`src/rtl/pmd_cfg.svh`:
```
// Offsets, field positions and reset values of the peripheral disable registers.
`ifndef PMD_CFG_SVH
`define PMD_CFG_SVH
`define CC_DISABLE_ADDR     4'h0
`define CI_DISABLE_ADDR     4'h1
`define CC_CAPTURE_LSB      8
`define CC_COMPARE_LSB      0
`define CC_IMPL_MASK        16'h0F0F
`define CI_COMPARATOR_BIT   10
`define CI_I2C2_BIT         1
`define CI_IMPL_MASK        16'h0402
`define DISABLE_RESET       16'h0000
`endif

```
`src/rtl/pmd_pkg.sv`:
```
// Types shared by the peripheral disable register bank.
package pmd_pkg;
  // Register bus request carried as one unit.
  typedef struct packed {
    logic [3:0]  addr;
    logic [15:0] wdata;
    logic        wr;
    logic        rd;
  } bus_req_type;
  // Per-peripheral gating controls, one bit per unit.
  typedef struct packed {
    logic [3:0] capture_off;
    logic [3:0] compare_off;
    logic       comparator_group_off;
    logic       second_i2c_off;
  } periph_off_type;
endpackage : pmd_pkg

```
`src/rtl/peripheral_disable_regs_two_three.sv`:
```
// Peripheral disable registers two and three with clock gate and reset hold controls.
`timescale 1ns/1ps
`include "pmd_cfg.svh"
module peripheral_disable_regs_two_three (
  // Clock and reset.
  input  wire logic                 clock,
  input  wire logic                 nrst,
  // Register port.
  input  wire pmd_pkg::bus_req_type bus_req,
  output logic [15:0]               rdata,
  // Peripheral controls.
  output pmd_pkg::periph_off_type   periph_off,
  output logic [9:0]                periph_clk_en,
  output logic [9:0]                periph_rst_n
);

  logic [15:0] cc_q;
  logic [15:0] ci_q;
  logic [15:0] rdata_q;
  logic [9:0]  off_vec;

  // Register two keeps only its implemented bits.
  // masked store
  always_ff @(posedge clock or negedge nrst)
  begin
    if (!nrst)
      cc_q <= `DISABLE_RESET;
    else if (bus_req.wr && bus_req.addr == `CC_DISABLE_ADDR)
      cc_q <= bus_req.wdata & `CC_IMPL_MASK;
  end

  // Register three keeps only the comparator and I2C bits.
  // masked store
  always_ff @(posedge clock or negedge nrst)
  begin
    if (!nrst)
      ci_q <= `DISABLE_RESET;
    else if (bus_req.wr && bus_req.addr == `CI_DISABLE_ADDR)
      ci_q <= bus_req.wdata & `CI_IMPL_MASK;
  end

  // Read data stands in the cycle after the strobe only; unmapped reads give zero.
  // read back
  always_ff @(posedge clock or negedge nrst)
  begin
    if (!nrst)
      rdata_q <= 16'h0000;
    else if (bus_req.rd && bus_req.addr == `CC_DISABLE_ADDR)
      rdata_q <= cc_q;
    else if (bus_req.rd && bus_req.addr == `CI_DISABLE_ADDR)
      rdata_q <= ci_q;
    else
      rdata_q <= 16'h0000;
  end
  assign rdata = rdata_q;

  // Field extraction; units run four down to one in the bit order.
  // field map
  assign periph_off.capture_off          = cc_q[`CC_CAPTURE_LSB +: 4];
  assign periph_off.compare_off          = cc_q[`CC_COMPARE_LSB +: 4];
  assign periph_off.comparator_group_off = ci_q[`CI_COMPARATOR_BIT];
  assign periph_off.second_i2c_off       = ci_q[`CI_I2C2_BIT];
  assign off_vec = periph_off;

  // Gating is straight from flip-flops so a disabled unit never sees a glitchy enable.
  // gate and hold
  genvar g;
  generate
    for (g = 0; g < 10; g++)
    begin : gen_gate
      assign periph_clk_en[g] = ~off_vec[g];
      assign periph_rst_n[g]  = ~off_vec[g];
    end
  endgenerate

  // Reserved positions have no storage behind them, so a one seen here is a mask fault.
  // reserved stay zero
  property p_cc_unimpl;
    @(posedge clock) disable iff (!nrst) (cc_q & ~`CC_IMPL_MASK) == 16'h0000;
  endproperty
  a_cc_unimpl: assert property (p_cc_unimpl) else $error("register two reserved bit set");

  // Register three has only two live positions out of sixteen.
  // reserved stay zero
  property p_ci_unimpl;
    @(posedge clock) disable iff (!nrst) (ci_q & ~`CI_IMPL_MASK) == 16'h0000;
  endproperty
  a_ci_unimpl: assert property (p_ci_unimpl) else $error("register three reserved bit set");

  // A write to register two shows its capture bits from the next cycle on.
  // capture bits stored
  property p_cc_write;
    @(posedge clock) disable iff (!nrst)
      bus_req.wr && bus_req.addr == `CC_DISABLE_ADDR |=> cc_q[11:8] == $past(bus_req.wdata[11:8]);
  endproperty
  a_cc_write: assert property (p_cc_write) else $error("capture bits not stored");

  // The compare bits reach the peripheral controls one cycle after the write.
  // compare bits stored
  property p_cc_cmp_write;
    @(posedge clock) disable iff (!nrst)
      bus_req.wr && bus_req.addr == `CC_DISABLE_ADDR
      |=> periph_off.compare_off == $past(bus_req.wdata[3:0]);
  endproperty
  a_cc_cmp_write: assert property (p_cc_cmp_write) else $error("compare bits not stored");

  // The comparator group control follows its bit of register three.
  // comparator bit stored
  property p_comp_write;
    @(posedge clock) disable iff (!nrst)
      bus_req.wr && bus_req.addr == `CI_DISABLE_ADDR
      |=> periph_off.comparator_group_off == $past(bus_req.wdata[10]);
  endproperty
  a_comp_write: assert property (p_comp_write) else $error("comparator bit not stored");

  // The second I2C unit control follows its bit of register three.
  // I2C bit stored
  property p_i2c_write;
    @(posedge clock) disable iff (!nrst)
      bus_req.wr && bus_req.addr == `CI_DISABLE_ADDR
      |=> periph_off.second_i2c_off == $past(bus_req.wdata[1]);
  endproperty
  a_i2c_write: assert property (p_i2c_write) else $error("i2c bit not stored");

  // A read of register three returns what it held when the strobe was taken.
  // read back three
  property p_readback;
    @(posedge clock) disable iff (!nrst)
      bus_req.rd && bus_req.addr == `CI_DISABLE_ADDR |=> rdata == $past(ci_q);
  endproperty
  a_readback: assert property (p_readback) else $error("read data mismatch");

  // A read of register two returns what it held when the strobe was taken.
  // read back two
  property p_cc_readback;
    @(posedge clock) disable iff (!nrst)
      bus_req.rd && bus_req.addr == `CC_DISABLE_ADDR |=> rdata == $past(cc_q);
  endproperty
  a_cc_readback: assert property (p_cc_readback) else $error("reg two read mismatch");

  // Reads outside the two registers return zero rather than a stale word.
  // unmapped reads zero
  property p_unmapped_read;
    @(posedge clock) disable iff (!nrst)
      bus_req.rd && bus_req.addr != `CC_DISABLE_ADDR && bus_req.addr != `CI_DISABLE_ADDR
      |=> rdata == 16'h0000;
  endproperty
  a_unmapped_read: assert property (p_unmapped_read) else $error("unmapped read not zero");

  // Writes outside the two registers leave both of them untouched.
  // unmapped writes ignored
  property p_unmapped_write;
    @(posedge clock) disable iff (!nrst)
      bus_req.wr && bus_req.addr != `CC_DISABLE_ADDR && bus_req.addr != `CI_DISABLE_ADDR
      |=> $stable(cc_q) && $stable(ci_q);
  endproperty
  a_unmapped_write: assert property (p_unmapped_write) else $error("unmapped write landed");

  // Read data stand for one cycle only, so a stale word never looks like a second read.
  // one-cycle read data
  property p_rdata_idle;
    @(posedge clock) disable iff (!nrst) !bus_req.rd |=> rdata == 16'h0000;
  endproperty
  a_rdata_idle: assert property (p_rdata_idle) else $error("read data held too long");

  // Without a write strobe to it, register two keeps its last written value.
  // value kept
  property p_cc_hold;
    @(posedge clock) disable iff (!nrst)
      !(bus_req.wr && bus_req.addr == `CC_DISABLE_ADDR) |=> $stable(cc_q);
  endproperty
  a_cc_hold: assert property (p_cc_hold) else $error("register two changed without write");

  // Without a write strobe to it, register three keeps its last written value.
  // value kept
  property p_ci_hold;
    @(posedge clock) disable iff (!nrst)
      !(bus_req.wr && bus_req.addr == `CI_DISABLE_ADDR) |=> $stable(ci_q);
  endproperty
  a_ci_hold: assert property (p_ci_hold) else $error("register three changed without write");

  // Both registers come out of reset with every bit clear.
  // clear after reset
  property p_reset_clear;
    @(posedge clock) $rose(nrst) |-> cc_q == 16'h0000 && ci_q == 16'h0000;
  endproperty
  a_reset_clear: assert property (p_reset_clear) else $error("bits not clear after reset");

  // Just after reset every covered peripheral runs and the read port is quiet.
  // enabled after reset
  property p_reset_outputs;
    @(posedge clock) $rose(nrst)
      |-> rdata == 16'h0000 && periph_clk_en == 10'h3FF && periph_rst_n == 10'h3FF;
  endproperty
  a_reset_outputs: assert property (p_reset_outputs) else $error("not idle after reset");

  // The capture enables and the I2C hold follow their disable bits inverted.
  // gate and hold
  property p_gate;
    @(posedge clock) disable iff (!nrst)
      periph_clk_en[9:6] == ~cc_q[11:8] && periph_rst_n[0] == ~ci_q[1];
  endproperty
  a_gate: assert property (p_gate) else $error("gate does not follow disable bit");

  // The compare, comparator and I2C enables follow their disable bits inverted.
  // remaining gates
  property p_gate_rest;
    @(posedge clock) disable iff (!nrst)
      periph_clk_en[5:2] == ~cc_q[3:0] && periph_clk_en[1] == ~ci_q[10]
      && periph_clk_en[0] == ~ci_q[1];
  endproperty
  a_gate_rest: assert property (p_gate_rest) else $error("enable not following bit");

  // A unit held in reset must also have its clock stopped, and the other way round.
  // hold matches gate
  property p_hold_match;
    @(posedge clock) disable iff (!nrst) periph_rst_n == periph_clk_en;
  endproperty
  a_hold_match: assert property (p_hold_match) else $error("hold and gate differ");

endmodule : peripheral_disable_regs_two_three

```
`config.mk`:
```
export PLATFORM = sky130hd
export DESIGN_NAME = peripheral_disable_regs_two_three
export DESIGN_NICKNAME = d
export VERILOG_FILES = /design/src/rtl/pmd_pkg.sv /design/src/rtl/peripheral_disable_regs_two_three.sv
export VERILOG_INCLUDE_DIRS = /design/src /design/src/rtl
export SDC_FILE = /design/constraint.sdc
export NUM_CORES = 1
export LEC_CHECK = 0
export BUFFER_PORTS_ARGS = -buffer_cell sky130_fd_sc_hd__buf_2
export CORE_MARGIN = 5
export CORE_UTILIZATION = 38
export DETAILED_ROUTE_END_ITERATION = 6
export PLACE_DENSITY = 0.79
export SLEW_MARGIN = 30
export SYNTH_ARGS = -nofsm -noshare
export SYNTH_HDL_FRONTEND = slang
export SYNTH_SLANG_ARGS = --single-unit
```
`constraint.sdc`:
```
create_clock -name clock -period 0.8 [get_ports clock]
set_input_delay 0.12 -clock clock [delete_from_list [all_inputs] [get_ports clock]]
set_output_delay 0.12 -clock clock [all_outputs]
set_load 0.05 [all_outputs]
```
Yosys cells after proc, flatten, opt, wreduce, memory -nomap -nowiden --
Cells that the tools add are included.
Storage, ports and cells: register bits after elaboration 26, input port bits 24, output and inout bits 46, word-level logic and storage cells 21
Cells by class: eq/ne operators 1, muxes and demuxes 2, bitwise logic cells 10, reduce and logical (&&, ||, !) cells 5
Operators with widths (count):
- 2-to-1 mux 16 bit | 1
- 2-to-1 mux 11 bit | 1
- NOT 1 bit | 10
- equality test 4 x 1 -> 1 bit, second input constant | 1
- logical AND 1 bit | 4
- zero test 4 bit | 1

Logic depth before layout (Yosys ltp) --
Gate-level depths: netlist (run 1).
word-level depth 4, mapped depth 3, depth with buffers taken out 3

Worst setup path before layout (run 1) --
Ideal clock, no wire load.
kind register to output, from register ci_q[1], to output port periph_rst_n[0], data arrival time 1.289 ns, required time 0.680 ns, slack -0.609 ns, cell stages (with the launch flop) 3, buffers on the path 1, cell sequence dfrtp_1 inv_1 buf_4
Between the ends: longest elaborated chain between the ends 1
Ends and longest elaborated chain:
- from (decl) | line peripheral_disable_regs_two_three.sv:18 | logic [15:0] ci_q;
- from (signal assigned) | line peripheral_disable_regs_two_three.sv:37 | ci_q <= `DISABLE_RESET;
- from (signal assigned) | line peripheral_disable_regs_two_three.sv:39 | ci_q <= bus_req.wdata & `CI_IMPL_MASK;
- NOT 1 bit
- to (decl) | line peripheral_disable_regs_two_three.sv:14 | output logic [9:0] periph_rst_n
Every way passes these cells.

Worst setup path after layout (run 1) --
from register cc_q[8], to output port periph_clk_en[6]
Between the ends: longest elaborated chain between the ends 1
Ends and longest elaborated chain:
- from (decl) | line peripheral_disable_regs_two_three.sv:17 | logic [15:0] cc_q;
- from (signal assigned) | line peripheral_disable_regs_two_three.sv:27 | cc_q <= `DISABLE_RESET;
- from (signal assigned) | line peripheral_disable_regs_two_three.sv:29 | cc_q <= bus_req.wdata & `CC_IMPL_MASK;
- NOT 1 bit | line peripheral_disable_regs_two_three.sv:71 | assign periph_clk_en[g] = ~off_vec[g];
- to (decl) | line peripheral_disable_regs_two_three.sv:13 | output logic [9:0] periph_clk_en,
Every way passes these cells.

==> results.txt, run 1 <==
After synthesis, the netlist uses 14 different library cells. The worst-case IR drop observed on VDD is 0.002132 V. The tools report the cell count after placement as 150. The synthesized design spends more area on one cell type than any other, namely sky130_fd_sc_hd__dfrtp_1. The detailed-route DRC error count was 0. The run gives 25.81% as the met2 track demand over resource.

The count of antenna-violating nets left after detailed routing was 0; the maximum count of clock buffers along a single path was 2. Cells fill 70.31% of the core in the end. After synthesis, the share of cell area in mux cells is 16.02%. The complex-gate fraction of the synthesized area works out to 0%. Counting flops and latches in the post-synthesis netlist gives 18.

In this run, synthesis inferred 0 flip-flops with an integrated enable. Leaving out filler cells and counting taps, the final layout contains 160. For the global routing met3 resource utilization, the log shows 3.118%.

The number of pins with negative max-slew slack in the final report is 0. The worst path arrival time is 990 ps, and the count of H-tree levels built during CTS is 1. The top-area cell type share of the netlist area is 51.50%. Count of pins on the block boundary: 70. The startpoint type of the worst setup path is a flip-flop. In the finished design, the share of the clock period the worst path needs comes to 138.9%. The share of flip-flops with an asynchronous set or reset is 100.0%. The number of buffers and inverters on the critical path is 2. The number of nets in the finished design was 158; the diode insertion count for antenna repair was 0. For this run, global-route usage on met1 was measured as 12.62%. Of all nets on the critical path, the largest fanout is 3. The logs give 3 for the total clock buffers created by CTS and 4.583 mW for the total power after layout. Cells with a size suffix above 1 make up 82.58% of the layout. The clock latency at the later pin of the worst-skew pair came out at 270 ps. The per-instance average area after synthesis is 11.98 um2. For the maximum number of pins on one net before global-route repair, the log shows 19. Sorting the synthesized cells by how often they occur yields sky130_fd_sc_hd__buf_4 (19), sky130_fd_sc_hd__dfrtp_1 (18), sky130_fd_sc_hd__inv_1 (10). For the TritonCTS sink count, the log shows 18. In the post-synthesis netlist, the biggest area contributors are sky130_fd_sc_hd__dfrtp_1 (52%), sky130_fd_sc_hd__buf_4 (16%), sky130_fd_sc_hd__mux2_2 (10%).

Summing the areas of all fa, ha and maj instances in the mapped netlist gives 0% of the synthesized area. The die covers 3361 um2. The global routing stage identified its most utilized layer as met2. TritonCTS built the clock tree.

The number of antenna violations at the first check in global routing is 0. The worst setup path is captured at an output pin. The register clock-pin slew on the reported worst setup and hold paths was 90 ps. The run finished, with violations left. The layout overhead on the synthesized area is 77.83%.

Traced cell by cell, the critical path runs through clkinvlp_4 -> buf_6. The critical path is of the flip-flop to output pin type. For this block, the routed nets add up to 2203 um of wire. The congestion estimate from routability-driven global placement came to 0.6809.

The tools report the part of the Yosys area used for sequential elements as 51.50%. After layout, the minimum clock period comes to 1111 ps. After detailed routing, the average wire length per cell comes to 13.77 um. For the setup violation total in the final timing report, the log shows 56. Among all flip-flop cells after synthesis, the most frequent one is sky130_fd_sc_hd__dfrtp_1. The worst path setup slack after routing was -311.4 ps. sky130_fd_sc_hd__buf_4 is the most common cell in the netlist. Grouping stages by cell kind, the critical path spends the most delay in flip-flops. The worst hold path belongs to the class input port to flip-flop.

Summed over all cells, the static leakage comes to 0.7498 nW. The first global-routing pass estimated 3298 um of wire. For the worst setup path, the data required time is 680 ps.

After the first detailed-routing iteration, the DRC count stood at 5. Dominant combinational cell family by area after synthesis: buffers and inverters. Before antenna repair, the detailed router went through 4 iterations. The cell sitting at the root of the clock tree is a sky130_fd_sc_hd__clkbuf_4. Yosys printed 0 warnings. The synthesized netlist devotes 11.02% of its cell area to simple gates. The overall die width was 57.98 um. The checks that failed: setup timing.

Number of max-cap violations: 0. The tools report the core box area as 2212 um2. For this configuration, the core starts out at a cell density of 39.54%.

Final hold analysis gives a worst-case slack of 68.48 ps. For the setup clock skew after layout, the log shows 1.336 ps. The floorplan step set the die height to 57.98 um. The HPWL after detailed placement is 1583 um.

Setup repair after global routing could not meet its margin everywhere. In the global route stage, overall resource usage came out at 12.71%. The number of failing hold endpoints at the final stage came out at 0.

On the critical path, the stage with the largest delay is an instance of sky130_fd_sc_hd__dfrtp_2. Input and output buffers added on the ports amount to 53. The number of global-route vias before repair came out at 758. The total number of vias was 689; the highest clock frequency the design can meet was 899.7 MHz. The parity-gate share of the synthesized area counting xor and xnor cells is 0%.

At the placement stage, the worst setup path has a slack of -511.5 ps. Dividing total power by cell area gives a power density of 2947 nW/um2. Via density per instance: 4.306.

The run gives 0 as the total congestion overflow. For the mapped cell area, the log shows 874.6 um2. Synthesis produced 73 cells.

The largest stage delay on the critical path works out to 420 ps. Row generation in the floorplan step produced 17 rows.
==> per-stage QoR <==
stage	TNS, ps	cell area [um2]
2_1_floorplan	-13100	1030
6_report	-11360	1555
3_5_place_dp	-8007	1191
4_1_cts	-11670	1535
5_1_grt	-13490	1555
3_3_place_gp	-7783	1191
==> logic make-up (layout without fill, tap and decap cells) <==
group,after synthesis,in the layout
other,1,8
buffers and inverters,30,82
DFF,18,18
and+or+nand+nor,12,12
muxes,12,12
==> sequential cells by signal, summed over array words and instances (netlist names) <==
name,cells
cc_q,8
rdata,8
ci_q,2
==> worst paths after layout <==
check | to | from | depth (start not counted) | slack, ps
setup reg to reg | rdata[0]$_DFF_PN0_ | cc_q[0]$_DFFE_PN0P_ | 4 | -160
min in group asynchronous | rdata[10]$_DFF_PN0_ | nrst | 2 | 310
max in group asynchronous | cc_q[11]$_DFFE_PN0P_ | nrst | 2 | 180
setup / recovery | periph_clk_en[6] | cc_q[8]$_DFFE_PN0P_ | 2 | -310
hold reg to reg | cc_q[9]$_DFFE_PN0P_ | cc_q[9]$_DFFE_PN0P_ | 1 | 580
hold / removal | cc_q[0]$_DFFE_PN0P_ | bus_req[2] | 2 | 70
==> worst register-to-register path: cells and delay by family, from the launching register on <==
kind | cells | cell delay [ps]
buffers and inverters | 3 | 380
flip-flops | 1 | 410
AND/OR/NAND/NOR | 1 | 90
==> layer usage <==
layer  routed length (um)  part of all wire (%)
met2                 1331                    60
met4                    8                  0.36
met5                    0                     0
met1                  693                    31
met3                  170                   7.7
==> power breakdown <==
group | switching, mW | total [mW] | internal (mW)
sequential | 0.168 | 1.23 | 1.06
combinational | 1.84 | 2.94 | 1.10
clock | 0.245 | 0.419 | 0.174
==> final cells by class <==
| type | instances | area [um2] |
|---|---|---|
| sequential | 18 | 462.9 |
| tap | 28 | 35.03 |
| clock buffer | 3 | 22.52 |
| inverter | 10 | 75.07 |
| multi-input combinational | 32 | 322.8 |
| timing repair buffer | 69 | 636.9 |
| fill | 137 | 656.9 |
==> timing repair <==
action | in CTS | in global routing
setup buffers | 6 | 1
hold buffers | 1 | 0
endpoints found under the setup margin | 56 | 56
hold endpoints to repair | 18 | 0
gates resized for setup | 81 | 7
pin swaps | 3 | 5
==> layout by cell type (no fill, tap or decap), types with 3 or more instances in the layout <==
cell	n
sky130_fd_sc_hd__buf_8	8
sky130_fd_sc_hd__clkbuf_4	3
sky130_fd_sc_hd__clkinvlp_4	10
sky130_fd_sc_hd__buf_6	25
sky130_fd_sc_hd__buf_2	15
sky130_fd_sc_hd__dfrtp_1	8
sky130_fd_sc_hd__mux2_4	9
sky130_fd_sc_hd__conb_1	8
sky130_fd_sc_hd__buf_4	20
sky130_fd_sc_hd__nor3_2	3
sky130_fd_sc_hd__dfrtp_2	10
(Power assumes the default switching activity.)
==> inputs of run 2 (changes only) <==
--- a/config.mk
+++ b/config.mk
@@ -10,7 +10,9 @@
 export CORE_MARGIN = 5
 export CORE_UTILIZATION = 38
 export DETAILED_ROUTE_END_ITERATION = 6
+export GPL_ROUTABILITY_DRIVEN = 0
 export PLACE_DENSITY = 0.79
+export REMOVE_ABC_BUFFERS = 1
 export SLEW_MARGIN = 30
 export SYNTH_ARGS = -nofsm -noshare
 export SYNTH_HDL_FRONTEND = slang
==> results.txt, run 2 (synthesized netlist as in run 1, its figures left out) <==
Derived from the worst setup path, the maximum achievable clock frequency is 887.2 MHz. In this run the standard cell core region covers 2212 um2. The setup clock skew after layout came out at 2.601 ps. The worst hold path begins at bus_req[4].

For the maximum count of clock buffers along a single path, the log shows 2. The capture endpoint of the worst hold path was cc_q[2]$_DFFE_PN0P_. The maximum fanout encountered on the critical timing path was 3. Category of cells accounting for the largest share of critical-path delay: flip-flops. The run gives 774 as the number of global-route vias before repair.

Setup repair after global routing could not meet its margin everywhere. The tools report the number of DRC markers in iteration 0 as 1. The count of H-tree levels built during CTS is 1, and the maximum number of pins on one net before global-route repair is 19.

The flow ran to the end, but the final reports show violations. Summed over all nets, the half-perimeter wirelength after detailed placement is 1607 um. The cell count of the worst hold path was 2. The tree is rooted in a sky130_fd_sc_hd__clkbuf_4. TritonCTS built the clock tree. After detailed routing, no signal wire sits above met4. The library cell used most frequently in the layout, excluding fill and tap cells, is sky130_fd_sc_hd__buf_6. The logs give 0 for the count of antenna-violating nets left after detailed routing and -327.1 ps for the worst path setup slack after routing. After detailed routing, the number of vias per cell comes to 4.391. The logs give 0.001910 V for the worst-case vdd ir drop and 0 for the number of antenna violations at the first check in global routing. Of the cells placed in the final design, the portion with a size suffix greater than 1 is 75.94%. The run gives 852 um as the routed length on met1. The classification of the worst setup path is flip-flop to output pin. Setup violation total in the final timing report: 56.

For this run, the total global-route usage over all layers was measured as 14.97%. The worst setup path is launched from a flip-flop. The initial utilization of the core area, before any placement, comes to 39.54%. The later pin in the worst-skew pair is clocked with a latency of 290 ps. The layout overhead on the synthesized area was 84.12%. The routed design uses 1493 um of met2 wire. The worst path arrival time came out at 1010 ps. Source of the worst register-to-register timing path: ci_q[1]$_DFFE_PN0P_. The endpoint identified for the worst register-to-register timing path is ci_q[1]$_DFFE_PN0P_. The endpoint class of the critical path was an output pin.

The logs give 0.8293 nW for the total leakage power and 3 for the number of iterations in the first detailed-routing pass. The final layout contains 158 nets. The signal on the critical path passes through inv_2 -> buf_8. The tools report the number of pins with negative max-slew slack in the final report as 0. After detailed routing, the met3 layer carries 187 um of wire. The TritonCTS sink count was 18; the site row count was 17. The overall die width works out to 57.98 um. The number of clock buffers added by TritonCTS is 3.

The sum of routed wire length over all layers is 2564 um, and the detailed-route DRC error count is 0. The smallest clock period supported by the final layout is computed as 1127 ps. The first global-routing pass estimated 3712 um of wire. In this run, placement finished with an instance count of 150.

In this run the count of I/O pins placed on the die edge is 70. The final period utilization was 140.9%. The library cells used most frequently in the layout, excluding fill and tap cells, are sky130_fd_sc_hd__buf_6 (23), sky130_fd_sc_hd__buf_8 (20), sky130_fd_sc_hd__dfrtp_1 (18), sky130_fd_sc_hd__buf_4 (13), sky130_fd_sc_hd__buf_2 (12).

The path depth of the worst reg2reg path is 2. The critical path runs through a total of 2 cells. For the pre-CTS setup slack, the log shows -556.6 ps. Among all stages on the critical path, the largest delay is contributed by sky130_fd_sc_hd__dfrtp_1. The tool flagged a number of max-cap violations equal to 0. Worst hold-check path type: input port to flip-flop. The routed wirelength normalized by instance count works out to 15.93 um. Cells fill 72.79% of the core in the end. The die covers 3361 um2. The final route contains 707 vias. The vertical extent of the die came out at 57.98 um. The ratio of total power to cell area is 3038 nW/um2, and the total congestion overflow is 0.

The largest single stage delay on the critical path is 440 ps. The checks that failed: setup timing. The number of antenna diodes in the final layout is 0. For this run, the number of standard cells in the final layout without fillers is 161.

The run gives 0 as the number of failing hold endpoints at the final stage. For the reg-to-reg setup timing slack, the log shows -140 ps. The register clock-pin slew on the reported worst setup and hold paths was 110 ps; the required time at the worst-slack endpoint was 680 ps. Buffering stage count on the worst path with inverters included: 2. Input and output buffers added on the ports amount to 53.
## run 2: cell count changes in the layout (fill, tap and decap cells not counted), moves of 7 or more
cell                         previous run  this run
sky130_fd_sc_hd__dfrtp_1                8        18
sky130_fd_sc_hd__dfrtp_2               10         0
sky130_fd_sc_hd__clkinvlp_4            10         0
sky130_fd_sc_hd__inv_2                  0        10
sky130_fd_sc_hd__buf_4                 20        13
sky130_fd_sc_hd__buf_8                  8        20
## run 2: metrics by stage
step                hold WS, ps  power [mW]  TNS [ps]  cell area (um2)
floorplan                -175.6       2.767    -18980            754.5
global placement          62.89       3.321     -7148             1122
detailed placement        67.83       3.351     -7898             1122
CTS                       45.41       4.693    -10590             1534
global route              43.37       5.076    -13290             1610
finish                    50.30       4.892    -10860             1610
## run 2: final cells by class
class | count | area, um2
Sequential cell | 18 | 450.4
Timing Repair Buffer | 69 | 726.9
Fill cell | 152 | 601.8
Inverter | 10 | 37.54
Multi-Input combinational cell | 32 | 324.1
Tap cell | 28 | 35.03
Clock buffer | 4 | 36.28
## run 2: repair_timing
item | in CTS | in global routing
hold endpoints to repair | 18 | 0
pin swaps | 4 | 3
hold buffers | 1 | 0
resized for setup | 108 | 19
setup buffers | 5 | 4
setup endpoints to repair | 54 | 56
## run 2: per-layer routing
layer	vias up	track usage (%)
met5	-	0
met4	0	4.967
met3	4	2.673
met2	38	28.23
met1	340	16.71
li1	325	-
## run 2: report_power, final
group	leakage (nW)	internal (mW)	switching, mW
Combinational	0.574	1.25	1.90
Clock	0.0210	0.277	0.291
Sequential	0.234	1.03	0.141
## run 2: how the worst max path moves through the flow
stage | end | slack, ps | start
after floorplan | rdata[0]$_DFF_PN0_ | -730 | cc_q[0]$_DFFE_PN0P_
after global placement | ci_q[10]$_DFFE_PN0P_ | -520 | bus_req[21]
after detailed placement | ci_q[1]$_DFFE_PN0P_ | -560 | bus_req[21]
after CTS | periph_rst_n[0] | -300 | ci_q[1]$_DFFE_PN0P_
after global routing | periph_clk_en[5] | -380 | cc_q[3]$_DFFE_PN0P_
final | periph_rst_n[5] | -330 | cc_q[3]$_DFFE_PN0P_
